$ cat src/core/skip_rot_pkg.sv
`default_nettype none
package skip_rot_pkg;
   // ************************************************************
   // Register map (byte addresses, one aligned word each)
   // ************************************************************
   localparam logic [3:0] OPERAND_OFS = 4'h0;
   localparam logic [3:0] PSW_OFS     = 4'h4;
   localparam logic [3:0] COMMAND_OFS = 4'h8;
   localparam logic [3:0] STATUS_OFS  = 4'hc;

   // ************************************************************
   // Field positions and reset values
   // ************************************************************
   localparam int MEM_LSB   = 0;
   localparam int IMM_LSB   = 4;
   localparam int GREG_LSB  = 8;
   localparam int OP_LSB    = 0;
   localparam logic [3:0] PSW_RST  = 4'h0;
   localparam logic [3:0] NIB_RST  = 4'h0;

   // ************************************************************
   // Command codes written to the command register
   // ************************************************************
   localparam logic [2:0] OP_NOP                  = 3'h0;
   localparam logic [2:0] OP_SKIP_IF_EQUAL        = 3'h1;
   localparam logic [2:0] OP_SKIP_IF_NOT_EQUAL    = 3'h2;
   localparam logic [2:0] OP_SKIP_IF_GREATER_EQ   = 3'h3;
   localparam logic [2:0] OP_SKIP_IF_LESS         = 3'h4;
   localparam logic [2:0] OP_ROTATE_RIGHT_REG     = 3'h5;
   localparam logic [2:0] OP_ADD_WITH_CARRY_REG   = 3'h6;
   localparam logic [2:0] OP_ROTATE_RIGHT_MEM     = 3'h7;

   // ************************************************************
   // Carriers
   // ************************************************************
   typedef struct packed {
      logic bcd;
      logic compare_only_flag;
      logic zero;
      logic carry_flag;
   } program_status_word_t;

   typedef struct packed {
      logic [3:0] gen_reg;
      logic [3:0] imm;
      logic [3:0] mem;
   } operand_t;

   typedef struct packed {
      logic                 skip;
      logic                 reg_we;
      logic [3:0]           new_reg;
      program_status_word_t new_psw;
      logic                 illegal;
   } exec_res_t;
endpackage : skip_rot_pkg
`default_nettype wire

$ cat src/core/exec_unit.sv
`timescale 1ns/100ps
`default_nettype none
module exec_unit
   import skip_rot_pkg::*;
(
   input  wire logic [2:0]           op,
   input  wire operand_t             opd,
   input  wire program_status_word_t psw,
   output exec_res_t                 res
);
   logic [4:0] sum;

   // Decode and evaluate one instruction; flags default to unchanged
   always_comb begin
      res         = '0;
      res.new_psw = psw;
      res.new_reg = opd.gen_reg;
      sum         = 5'h00;
      // Compares never look at the decimal or compare-only flags
      case (op)
         OP_SKIP_IF_EQUAL: begin
            res.skip = (opd.mem == opd.imm);
         end
         OP_SKIP_IF_NOT_EQUAL: begin
            res.skip = (opd.mem != opd.imm);
         end
         OP_SKIP_IF_GREATER_EQ: begin
            res.skip = (opd.mem >= opd.imm);
         end
         OP_SKIP_IF_LESS: begin
            res.skip = (opd.mem < opd.imm);
         end
         OP_ROTATE_RIGHT_REG: begin
            // Written back even in compare-only mode, zero kept
            res.reg_we             = 1'b1;
            res.new_reg            = {psw.carry_flag,
                                      opd.gen_reg[3:1]};
            res.new_psw.carry_flag = opd.gen_reg[0];
         end
         OP_ADD_WITH_CARRY_REG: begin
            // Register plus itself plus carry is a left rotate
            sum = {1'b0, opd.gen_reg} + {1'b0, opd.gen_reg}
                  + {4'h0, psw.carry_flag};
            res.reg_we             = ~psw.compare_only_flag;
            res.new_reg            = sum[3:0];
            res.new_psw.carry_flag = sum[4];
            res.new_psw.zero       = psw.zero & (sum[3:0] == 4'h0);
         end
         OP_ROTATE_RIGHT_MEM: begin
            res.illegal = 1'b1;
         end
         default: begin
            res.skip = 1'b0;
         end
      endcase
   end
endmodule : exec_unit
`default_nettype wire

$ cat src/core/skip_compare_rotate_unit.sv
// Behaviour
// - Equal compare of memory nibble and immediate skips next instruction on match.
// - Not-equal compare skips the next instruction when nibble and immediate differ.
// - Greater-or-equal compare skips when nibble is at least the immediate.
// - Less compare skips only when nibble is strictly below the immediate.
// - Rotate right works on the general register only; memory target refused.
// - Rotate right ignores decimal and compare-only flags, keeps zero flag.
// - Rotate right loads old carry into bit 3, shifts others downward.
// - Rotate right puts the bit leaving bit 0 into carry.
// - Add-with-carry of register to itself gives rotate left through carry outside compare-only mode.
// - Compares ignore decimal and compare-only flags, leave carry and zero.
//
// The placing of the registers and the AHB-Lite slave port are this design's own decisions.
`timescale 1ns/100ps
`default_nettype none
module skip_compare_rotate_unit
   import skip_rot_pkg::*;
(
   input  wire logic        hclk,
   input  wire logic        hresetn,
   input  wire logic        hsel,
   input  wire logic [31:0] haddr,
   input  wire logic [1:0]  htrans,
   input  wire logic        hwrite,
   input  wire logic [2:0]  hsize,
   input  wire logic [31:0] hwdata,
   input  wire logic        hready,
   output logic      [31:0] hrdata,
   output logic             hreadyout,
   output logic             hresp,
   output logic             skip_next,
   output logic      [3:0]  gen_reg,
   output logic             carry_flag
);
   // ************************************************************
   // Bus address phase capture
   // ************************************************************
   logic                 a_wr_r, a_wr_nxt;
   logic [3:0]           a_ofs_r, a_ofs_nxt;
   logic                 a_hit;

   // Only word transfers are meaningful; size is not checked
   assign a_hit = hsel & htrans[1] & hready;

   // Latch the address phase for the following data phase
   always_comb begin
      a_wr_nxt  = a_hit & hwrite;
      a_ofs_nxt = a_hit ? haddr[3:0] : 4'h0;
   end

   always_ff @(posedge hclk or negedge hresetn) begin
      if (!hresetn) begin
         a_wr_r  <= 1'b0;
         a_ofs_r <= 4'h0;
      end else begin
         a_wr_r  <= a_wr_nxt;
         a_ofs_r <= a_ofs_nxt;
      end
   end

   // ************************************************************
   // Instruction issue and execution
   // ************************************************************
   operand_t             opd_r, opd_nxt;
   program_status_word_t psw_r, psw_nxt;
   logic                 skip_r, skip_nxt;
   logic                 squash_r, squash_nxt;
   logic                 illegal_r, illegal_nxt;
   logic                 cmd_wr;
   logic                 exec_w;
   logic [2:0]           exec_op;
   exec_res_t            res;

   assign cmd_wr  = a_wr_r & (a_ofs_r == COMMAND_OFS);
   assign exec_op = hwdata[OP_LSB +: 3];
   // A command arriving while a skip is pending is the skipped one
   assign exec_w  = cmd_wr & ~skip_r;

   exec_unit u_exec (
      .op  (exec_op),
      .opd (opd_r),
      .psw (psw_r),
      .res (res)
   );

   // Next state of operands, flags and skip bookkeeping
   always_comb begin
      opd_nxt     = opd_r;
      psw_nxt     = psw_r;
      skip_nxt    = skip_r;
      squash_nxt  = squash_r;
      illegal_nxt = illegal_r;
      if (a_wr_r && a_ofs_r == OPERAND_OFS) begin
         opd_nxt = hwdata[11:0];
      end
      if (a_wr_r && a_ofs_r == PSW_OFS) begin
         psw_nxt = hwdata[3:0];
      end
      if (cmd_wr && skip_r) begin
         // Fetched but thrown away: no register or flag change
         skip_nxt   = 1'b0;
         squash_nxt = 1'b1;
      end else if (exec_w) begin
         skip_nxt    = res.skip;
         squash_nxt  = 1'b0;
         illegal_nxt = res.illegal;
         psw_nxt     = res.new_psw;
         if (res.reg_we) begin
            opd_nxt.gen_reg = res.new_reg;
         end
      end
   end

   always_ff @(posedge hclk or negedge hresetn) begin
      if (!hresetn) begin
         opd_r     <= {NIB_RST, NIB_RST, NIB_RST};
         psw_r     <= PSW_RST;
         skip_r    <= 1'b0;
         squash_r  <= 1'b0;
         illegal_r <= 1'b0;
      end else begin
         opd_r     <= opd_nxt;
         psw_r     <= psw_nxt;
         skip_r    <= skip_nxt;
         squash_r  <= squash_nxt;
         illegal_r <= illegal_nxt;
      end
   end

   // ************************************************************
   // Read data and outputs
   // ************************************************************
   logic [31:0] rdata_r, rdata_nxt;

   // Reads use next values so a write just before is seen
   always_comb begin
      rdata_nxt = 32'h0000_0000;
      if (a_hit && !hwrite) begin
         case (haddr[3:0])
            OPERAND_OFS: rdata_nxt = {20'h00000, opd_nxt};
            PSW_OFS:     rdata_nxt = {28'h0000000, psw_nxt};
            STATUS_OFS:  rdata_nxt = {29'h00000000, illegal_nxt,
                                      squash_nxt, skip_nxt};
            default:     rdata_nxt = 32'h0000_0000;
         endcase
      end
   end

   always_ff @(posedge hclk or negedge hresetn) begin
      if (!hresetn) begin
         rdata_r    <= 32'h0000_0000;
         hreadyout  <= 1'b1;
         hresp      <= 1'b0;
         skip_next  <= 1'b0;
         gen_reg    <= 4'h0;
         carry_flag <= 1'b0;
      end else begin
         rdata_r    <= rdata_nxt;
         hreadyout  <= 1'b1;
         hresp      <= 1'b0;
         skip_next  <= skip_nxt;
         gen_reg    <= opd_nxt.gen_reg;
         carry_flag <= psw_nxt.carry_flag;
      end
   end

   assign hrdata = rdata_r;

   // ************************************************************
   // Assertions
   // ************************************************************
   logic eq_w, lt_w, is_cmp;
   assign eq_w   = (opd_r.mem == opd_r.imm);
   assign lt_w   = (opd_r.mem < opd_r.imm);
   assign is_cmp = (exec_op >= OP_SKIP_IF_EQUAL) &&
                   (exec_op <= OP_SKIP_IF_LESS);
endmodule : skip_compare_rotate_unit
`default_nettype wire

$ cat config.mk
export PLATFORM = sky130hd
export DESIGN_NAME = skip_compare_rotate_unit
export DESIGN_NICKNAME = d
export VERILOG_FILES = /design/src/core/skip_rot_pkg.sv /design/src/core/exec_unit.sv /design/src/core/skip_compare_rotate_unit.sv
export SDC_FILE = /design/constraint.sdc
export NUM_CORES = 1
export LEC_CHECK = 0
export BUFFER_PORTS_ARGS = -buffer_cell sky130_fd_sc_hd__buf_2
export CAP_MARGIN = 20
export CORE_MARGIN = 4
export CORE_UTILIZATION = 47
export DETAILED_ROUTE_END_ITERATION = 8
export PLACE_DENSITY = 0.85
export SYNTH_ARGS = -nofsm -noshare
export SYNTH_HDL_FRONTEND = slang
export SYNTH_SLANG_ARGS = --single-unit
$ cat constraint.sdc
create_clock -name hclk -period 4.5 [get_ports hclk]
set_input_delay 0.675 -clock hclk [delete_from_list [all_inputs] [get_ports hclk]]
set_output_delay 0.675 -clock hclk [all_outputs]
set_load 0.01 [all_outputs]
==> impl_metrics.json, run 1 <==
{
  "finalPower_mw": 0.7935,
  "ys_types": 42,
  "yosys.area_share.simple_pct": 18.95,
  "synth_enable_flop_cells": 0,
  "synthArstFlopShare_pct": 100.0,
  "wire_per_inst_um": 13.95,
  "drtIter0Drc": 113,
  "grt_pass1_vias": 1326,
  "ir_drop_mv": 0.1848,
  "synth_compound_area_share_pct": 11.42,
  "outcome": "finished clean",
  "port_buffers": 39,
  "start_kind": "flip-flop",
  "cp_data_required_time_ns": 4.70,
  "arrival_ns": 2.27,
  "hold_class": "in2async",
  "cts_resized": 0,
  "grt_max_degree": 37,
  "core.rowCount": 23,
  "synth_top_cell_by_area": "dfrtp_1",
  "dieArea_mm2": 0.005349,
  "cts_hold_buf": 0,
  "die_w_um": 73.14,
  "cts_tree": "done",
  "setup_slack_ns": 2.430,
  "reg2reg_depth": 5,
  "path_clk_slew_ns": 0.07,
  "synthMuxAreaShare_pct": 8.407,
  "fp.dieH_um": 73.14,
  "final-hold-violation-count": 0,
  "criticalPathCategory": "reg2reg",
  "ys_seq_area_share_pct": 45.17,
  "wirelength_mm": 3.878,
  "setup_violations": 0,
  "fin_setup_tns_ns": 0,
  "slew_headroom_pct": 46.80,
  "antenna_cells": 0,
  "dp_slack_ns": 2.437,
  "finalCriticalPeriod_ns": 2.070,
  "routabilityCongestion": 0.8331,
  "synth.most_common_cell": "dfrtp_1",
  "p_leak_nw": 1.161,
  "yosysTopAreaCellShare_pct": 45.17,
  "maxSlewViolCount": 0,
  "drt-pass1-iter-count": 4,
  "grt-ovfl-total": 0,
  "ant_nets": 0,
  "regArea_um2": 900.9,
  "power_density_mw_per_mm2": 360.9,
  "via_count": 1394,
  "fillers": 378,
  "finClkSkew_ns": 0.006963,
  "tightest_slew_ns": 0.7981,
  "antenna_found_initial": 0,
  "ys_ff_latch": 36,
  "numCtsBuffers": 5,
  "drv_cap": 0,
  "initial_utilization_pct": 49.15,
  "end_kind": "flip-flop",
  "hpwl_mm": 2.830,
  "clk_path_buf_depth": 2,
  "yosys-top-cells-count": "dfrtp_1 (36), buf_4 (26), inv_1 (11), nand2_1 (11)",
  "fmax_mhz": 483.1,
  "ys_warn_count": 0,
  "final_nets": 305,
  "boundaryPins": 114,
  "area_growth_pct": 10.23,
  "synth_top_family_by_area": "simple AND/OR/NAND/NOR gates",
  "clock_latency_ns": 0.29,
  "multi_input_area_um2": 905.9,
  "netlist_area_mm2": 0.001994,
  "cts_setup_buffers": 0,
  "largest_reg_flops": 12,
  "drive_gt1_share_pct": 26.32,
  "synthAdderAreaFrac_pct": 2.509,
  "synth-xor-area-share_pct": 0,
  "worst_hold_slack_ns": 0.4668,
  "track_usage_pct": 15.25,
  "viasPerCell": 5.014,
  "ctsRootBufferMaster": "clkbuf_8",
  "grt_pass1_wl_mm": 6.223,
  "drc_errors": 0,
  "rsz0062_at_grt": "no",
  "core_mm2": 0.004058,
  "yosys-top-cells-area": "dfrtp_1 (45%), buf_4 (9.8%), mux2i_1 (5.0%), mux2_2 (3.4%), ha_1 (2.5%)",
  "period_share_pct": 46.00,
  "postSynthAreaPerCell_um2": 10.44,
  "crit_fanout": 4,
  "ys.flop_type": "dfrtp_1",
  "syn_inst": 191,
  "clock-sinks": 36,
  "htreeDepth": 2
}
==> routing by layer <==
| metal | up-vias | share of wire, % | global-route usage, % |
|---|---|---|---|
| li1 | 696 | - | - |
| met1 | 639 | 45 | 20.10 |
| met2 | 54 | 45 | 24.13 |
| met3 | 5 | 9.0 | 4.683 |
| met4 | 0 | 1.1 | 4.303 |
| met5 | - | 0 | 0 |
==> cells in the final DEF, fill, tap and decap left out, types with 2 or more instances in the layout <==
cell type  instances
dfrtp_1           36
ha_1               4
nor3_1             6
a22o_1             3
nand3b_1           2
buf_2             39
conb_1            22
o211ai_1           2
and2_1             6
mux2_2             6
mux2i_1           10
o2bb2ai_1          2
nor4_1             2
clkbuf_8           6
nor2_1             2
inv_1             11
and3_1             6
a21oi_1            6
nor2b_1            8
a311oi_1           2
nand2_1           11
nand3_1            3
clkinv_2           2
nand4_1            2
nor2_8             2
or3b_4             2
o21ai_0           10
==> metrics by stage <==
stage | utilization, % | std cells | area (um2)
floorplan | - | 211 | 2069
global route | 54.18 | 278 | 2198
CTS | 54.18 | 278 | 2198
detailed placement | 51.90 | 270 | 2106
global placement | 51.90 | 270 | 2106
finish | 54.18 | 278 | 2198
==> final timing paths <==
check / start / to / slack, ns
worst min register to register: squash_r / squash_r / 0.50
worst max-delay path: a_ofs_r[3] / hrdata[2] / 2.43
min in group hclk: squash_r / squash_r / 0.50
worst min-delay path: hresetn / gen_reg[1] / 0.47
worst max register to register: a_ofs_r[3] / hrdata[2] / 2.43
max in group asynchronous: hresetn / opd_r[0] / 3.53
==> worst max-delay path, stage by stage, from the launching register on <==
cell	delay (ns)
dfrtp_1	0.41
nor4b_1	0.70
nand2_1	0.26
o21ai_0	0.29
mux2i_1	0.13
o2bb2ai_1	0.19
==> cell type report <==
| cell class | instances | share of cell area, % |
|---|---|---|
| Tap cell | 50 | 2.846 |
| Multi-Input combinational cell | 134 | 41.21 |
| Inverter | 11 | 1.878 |
| Clock buffer | 6 | 3.756 |
| Clock inverter | 2 | 0.4553 |
| Timing Repair Buffer | 39 | 8.879 |
| Sequential cell | 36 | 40.98 |
==> report_power, final <==
group	internal [mW]	leakage, nW	switching (mW)
clock	0.122	0.0510	0.115
sequential	0.360	0.463	0.0285
combinational	0.0724	0.647	0.0959
total	0.554	1.16	0.239
==> logic make-up (layout without fill, tap and decap cells) <==
| family | count (synthesis) | in the layout |
|---|---|---|
| mux | 16 | 16 |
| flops | 36 | 36 |
| compound gates | 33 | 33 |
| buf+inv | 41 | 58 |
| other cells | 2 | 22 |
| simple gates | 59 | 59 |
| fa+ha+maj | 4 | 4 |
Power figures use the tool's default switching activity.
==> run 2: changes to the inputs <==
--- a/config.mk
+++ b/config.mk
@@ -8,9 +8,9 @@
 export BUFFER_PORTS_ARGS = -buffer_cell sky130_fd_sc_hd__buf_2
 export CAP_MARGIN = 20
 export CORE_MARGIN = 4
-export CORE_UTILIZATION = 47
+export CORE_UTILIZATION = 44
 export DETAILED_ROUTE_END_ITERATION = 8
-export PLACE_DENSITY = 0.85
+export PLACE_DENSITY = 0.8
 export SYNTH_ARGS = -nofsm -noshare
 export SYNTH_HDL_FRONTEND = slang
 export SYNTH_SLANG_ARGS = --single-unit
==> constraint.sdc (replaced) <==
create_clock -name hclk -period 2.05 [get_ports hclk]
set_input_delay 0.3075 -clock hclk [delete_from_list [all_inputs] [get_ports hclk]]
set_output_delay 0.3075 -clock hclk [all_outputs]
set_load 0.01 [all_outputs]
==> impl_metrics.json, run 2 (synthesis results as in run 1) <==
{
  "postPlaceCellArea_mm2": 0.002146,
  "largest_reg_flops": 12,
  "setup_violations": 0,
  "boundaryPins": 114,
  "ir_drop_mv": 0.2778,
  "routabilityCongestion": 0.8202,
  "dp_slack_ns": 0.09158,
  "area_growth_pct": 13.17,
  "stdcell_area_mm2": 0.002257,
  "path_clk_slew_ns": 0.07,
  "fillers": 436,
  "dieArea_mm2": 0.005674,
  "grt-ovfl-total": 0,
  "max_stage_delay_ns": 0.59,
  "grt_pass1_vias": 1339,
  "core.rowCount": 24,
  "period_share_pct": 95.86,
  "ctsRootBufferMaster": "clkbuf_8",
  "cp_data_required_time_ns": 2.22,
  "clk_path_buf_depth": 2,
  "finalPower_mw": 1.849,
  "finClkSkew_ns": 0.004808,
  "path_cells": "or4b_4, nor2_8, mux2_2, mux2i_1, o2bb2ai_1",
  "cts_hold_buf": 0,
  "outcome": "finished clean",
  "reg2reg_depth": 5,
  "clock-sinks": 36,
  "final_nets": 310,
  "drt-pass1-iter-count": 4,
  "setup_slack_ns": 0.08487,
  "drv_cap": 0,
  "cts_resized": 0,
  "port_buffers": 39,
  "arrival_ns": 2.14,
  "grt_pass1_wl_mm": 6.078,
  "end_kind": "flip-flop",
  "slew_headroom_pct": 48.78,
  "criticalPathCategory": "reg2reg",
  "critPathTopFamily": "simple AND/OR/NAND/NOR gates",
  "slowest_stage": "or4b_4",
  "fin_setup_tns_ns": 0,
  "hold_class": "in2async",
  "layout_common_cells": "buf_2 (39), dfrtp_1 (36), conb_1 (22)",
  "final-hold-violation-count": 0,
  "tightest_slew_ns": 0.7683,
  "antenna_found_initial": 0,
  "regToRegSetupSlack_ns": 0.08,
  "htreeDepth": 2,
  "via_count": 1451,
  "finalCriticalPeriod_ns": 1.965,
  "final_common_cell": "buf_2",
  "ant_nets": 0,
  "cts_setup_buffers": 0,
  "critical_path_buf_inv_count": 0,
  "rsz0062_at_grt": "no",
  "maxSlewViolCount": 0,
  "clock_latency_ns": 0.29,
  "r2r-end": "hrdata[2]",
  "cts_tree": "done",
  "viasPerCell": 5.091,
  "core_mm2": 0.004384,
  "grt_max_degree": 37,
  "wire_per_inst_um": 13.76,
  "wirelength_mm": 3.923,
  "track_usage_pct": 14.30,
  "drc_errors": 0,
  "die_w_um": 75.33,
  "numCtsBuffers": 5,
  "start_kind": "flip-flop",
  "fmax_mhz": 508.9,
  "r2r_start": "a_ofs_r[3]",
  "fp.dieH_um": 75.33,
  "p_leak_nw": 1.191,
  "antenna_cells": 0,
  "initial_utilization_pct": 45.49,
  "power_density_mw_per_mm2": 819.0,
  "crit_fanout": 9,
  "drtIter0Drc": 104,
  "hpwl_mm": 2.907,
  "drive_gt1_share_pct": 27.90
}
[run 2: cell count changes in the layout (fill, tap and decap cells not counted), sizes merged]
cell | previous run | this run
clkinv | 2 | 1
clkbuf | 6 | 5
buf | 39 | 44
clkinvlp | 0 | 1
bufinv | 0 | 1
[run 2: metrics by stage]
step	utilization, %	std cells	hold slack [ns]
floorplan	-	211	0.01191
global placement	48.94	277	0.4196
detailed placement	48.94	277	0.4245
CTS	51.48	285	0.1110
global route	51.48	285	0.1463
finish	51.48	285	0.08699
[run 2: worst max-delay path by stage]
stage                     startpoint        end  slack (ns)  cells after the start
after floorplan           a_ofs_r[3]  hrdata[1]        0.25                      5
after global placement    a_ofs_r[3]  hrdata[2]        0.15                      5
after detailed placement  a_ofs_r[3]  hrdata[2]        0.09                      5
after CTS                 a_ofs_r[3]  hrdata[2]        0.09                      5
after global routing      a_ofs_r[3]  hrdata[2]        0.02                      5
final                     a_ofs_r[3]  hrdata[2]        0.08                      5
[run 2: routing by layer]
metal  vias to the layer above  track usage [%]  share of wire [%]
li1                        706                -                  -
met5                         -                0                  0
met4                         0            4.078               0.38
met2                        51            23.59                 48
met1                       690            17.95                 44
met3                         4            4.749                7.6
[run 2: cell type report]
class | instances | area, um2 | share of cell area [%]
Clock inverter | 3 | 42.54 | 1.885
Tap cell | 52 | 65.06 | 2.882
Inverter | 11 | 41.29 | 1.829
Clock buffer | 5 | 68.82 | 3.049
Multi-Input combinational cell | 134 | 905.9 | 40.13
Sequential cell | 36 | 900.9 | 39.91
Timing Repair Buffer | 44 | 232.7 | 10.31
[run 2: power by group]
group	total (mW)	internal [mW]	switching [mW]	leakage (nW)
Clock	0.618	0.360	0.258	0.0541
Sequential	0.850	0.789	0.0608	0.463
Combinational	0.381	0.163	0.218	0.674
==> run 3: changes to the inputs <==
--- a/config.mk
+++ b/config.mk
@@ -11,6 +11,7 @@
 export CORE_UTILIZATION = 44
 export DETAILED_ROUTE_END_ITERATION = 8
 export PLACE_DENSITY = 0.8
+export RECOVER_POWER = 100
 export SYNTH_ARGS = -nofsm -noshare
 export SYNTH_HDL_FRONTEND = slang
 export SYNTH_SLANG_ARGS = --single-unit
==> impl_metrics.json, run 3 (synthesis results as in run 1) <==
{
  "port_buffers": 39,
  "p_leak_nw": 1.098,
  "stdcell_area_mm2": 0.002220,
  "switching_share_pct": 29.20,
  "routabilityCongestion": 0.8202,
  "violations": "max-capacitance violations, max-slew violations",
  "path_cells": "or4b_4, nor2_8, mux2_1, mux2i_1, o2bb2ai_1",
  "worst_hold_slack_ns": 0.2454,
  "layout_common_cells": "dfrtp_1 (36), conb_1 (22), clkbuf_1 (22)",
  "drt-pass1-iter-count": 6,
  "p_switching_mw": 0.5359,
  "start_kind": "flip-flop",
  "largest_reg_flops": 12,
  "criticalPathCategory": "reg2reg",
  "slowest_stage": "or4b_4",
  "boundaryPins": 114,
  "max_stage_delay_ns": 0.59,
  "dieArea_mm2": 0.005674,
  "critPathTopFamily": "simple AND/OR/NAND/NOR gates",
  "path_clk_slew_ns": 0.07,
  "crit_fanout": 9,
  "cts_hold_buf": 0,
  "area_growth_pct": 11.29,
  "clk_path_buf_depth": 2,
  "cp_data_required_time_ns": 2.22,
  "postPlaceCellArea_mm2": 0.002146,
  "pwr-share-seq_pct": 46.3,
  "ctsRootBufferMaster": "clkbuf_8",
  "cts_tree": "done",
  "p_int_mw": 1.299,
  "fmax_mhz": 511.7,
  "core_mm2": 0.004384,
  "critical_path_buf_inv_count": 0,
  "final-hold-violation-count": 0,
  "outcome": "complete, but fails checks",
  "grt_max_degree": 37,
  "drc_errors": 0,
  "wire_per_inst_um": 13.73,
  "final_nets": 310,
  "wirelength_mm": 3.913,
  "finClkSkew_ns": 0.004428,
  "numCtsBuffers": 5,
  "htreeDepth": 2,
  "finalCriticalPeriod_ns": 1.954,
  "grt-ovfl-total": 0,
  "grt_pass1_vias": 1339,
  "end_kind": "flip-flop",
  "slew_headroom_pct": -21.90,
  "drive_gt1_share_pct": 16.31,
  "period_share_pct": 95.33,
  "core.rowCount": 24,
  "initial_utilization_pct": 45.49,
  "drtIter0Drc": 75,
  "viasPerCell": 5.126,
  "ir_drop_mv": 0.2769,
  "arrival_ns": 2.13,
  "fin_setup_tns_ns": 0,
  "p_comb_share_pct": 20.0,
  "clock_latency_ns": 0.29,
  "via_count": 1461,
  "drv_cap": 1,
  "pwr-share-clk_pct": 33.7,
  "antenna_cells": 0,
  "rsz0062_at_grt": "no",
  "cts_resized": 0,
  "utilization_pct": 50.63,
  "fp.dieH_um": 75.33,
  "power_density_mw_per_mm2": 826.7,
  "hold_class": "in2reg",
  "final_common_cell": "dfrtp_1",
  "clock-sinks": 36,
  "ant_nets": 0,
  "cts_setup_buffers": 0,
  "hpwl_mm": 2.907,
  "die_w_um": 75.33,
  "setup_violations": 0,
  "grt_pass1_wl_mm": 6.078,
  "tightest_slew_ns": 1.829,
  "maxSlewViolCount": 37,
  "track_usage_pct": 14.30,
  "antenna_found_initial": 0
}
run 3: layout make-up:
cell class	count	area [um2]
clock inverters	3	42.54
inverters	11	41.29
flip-flops and latches	36	900.9
clock buffers	5	68.82
well taps	52	65.06
fillers	452	2165
repair buffers	44	197.7
multi-input cells	134	903.4
run 3: power by group through the flow:
stage,Clock [mW],Combinational [mW],Sequential (mW)
finish,0.617,0.368,0.850
floorplan,0,0.314,0.850
CTS,0.630,0.383,0.848
global placement,0,0.364,0.859
global route,0.668,0.416,0.858
detailed placement,0,0.376,0.862
run 3: stage by stage:
stage / instances / worst slack, ns / total power [mW]
after floorplan: 211 / 0.2466 / 1.164
after global placement: 277 / 0.1525 / 1.223
after detailed placement: 277 / 0.09158 / 1.239
after CTS: 285 / 0.09052 / 1.861
after global routing: 285 / 0.01830 / 1.942
final: 285 / 0.09583 / 1.835
run 3: per-layer routing:
metal / part of all wire [%] / wire [um] / vias to the layer above / track usage, %
li1: - / - / 710 / -
met1: 43 / 1699 / 687 / 17.95
met2: 47 / 1843 / 60 / 23.59
met3: 8.7 / 339 / 4 / 4.749
met4: 0.77 / 30 / 0 / 4.078
met5: 0 / 0 / - / 0
run 3: final timing paths:
kind                                 start          to  slack (ns)  depth (start not counted)
worst max-delay path            a_ofs_r[3]   hrdata[2]         0.1                          5
worst min-delay path              haddr[1]  a_ofs_r[1]        0.25                          2
worst max register to register  a_ofs_r[3]   hrdata[2]         0.1                          5
worst min register to register    psw_r[3]    psw_r[3]        0.50                          1
max in group asynchronous          hresetn  carry_flag        0.49                          1
min in group asynchronous          hresetn  gen_reg[0]        0.51                          1
run 3: worst register-to-register path: stages (launching register included):
cell and delay, ns:
dfrtp_1 0.38, or4b_4 0.59, nor2_8 0.18, mux2_1 0.37, mux2i_1 0.22, o2bb2ai_1 0.11
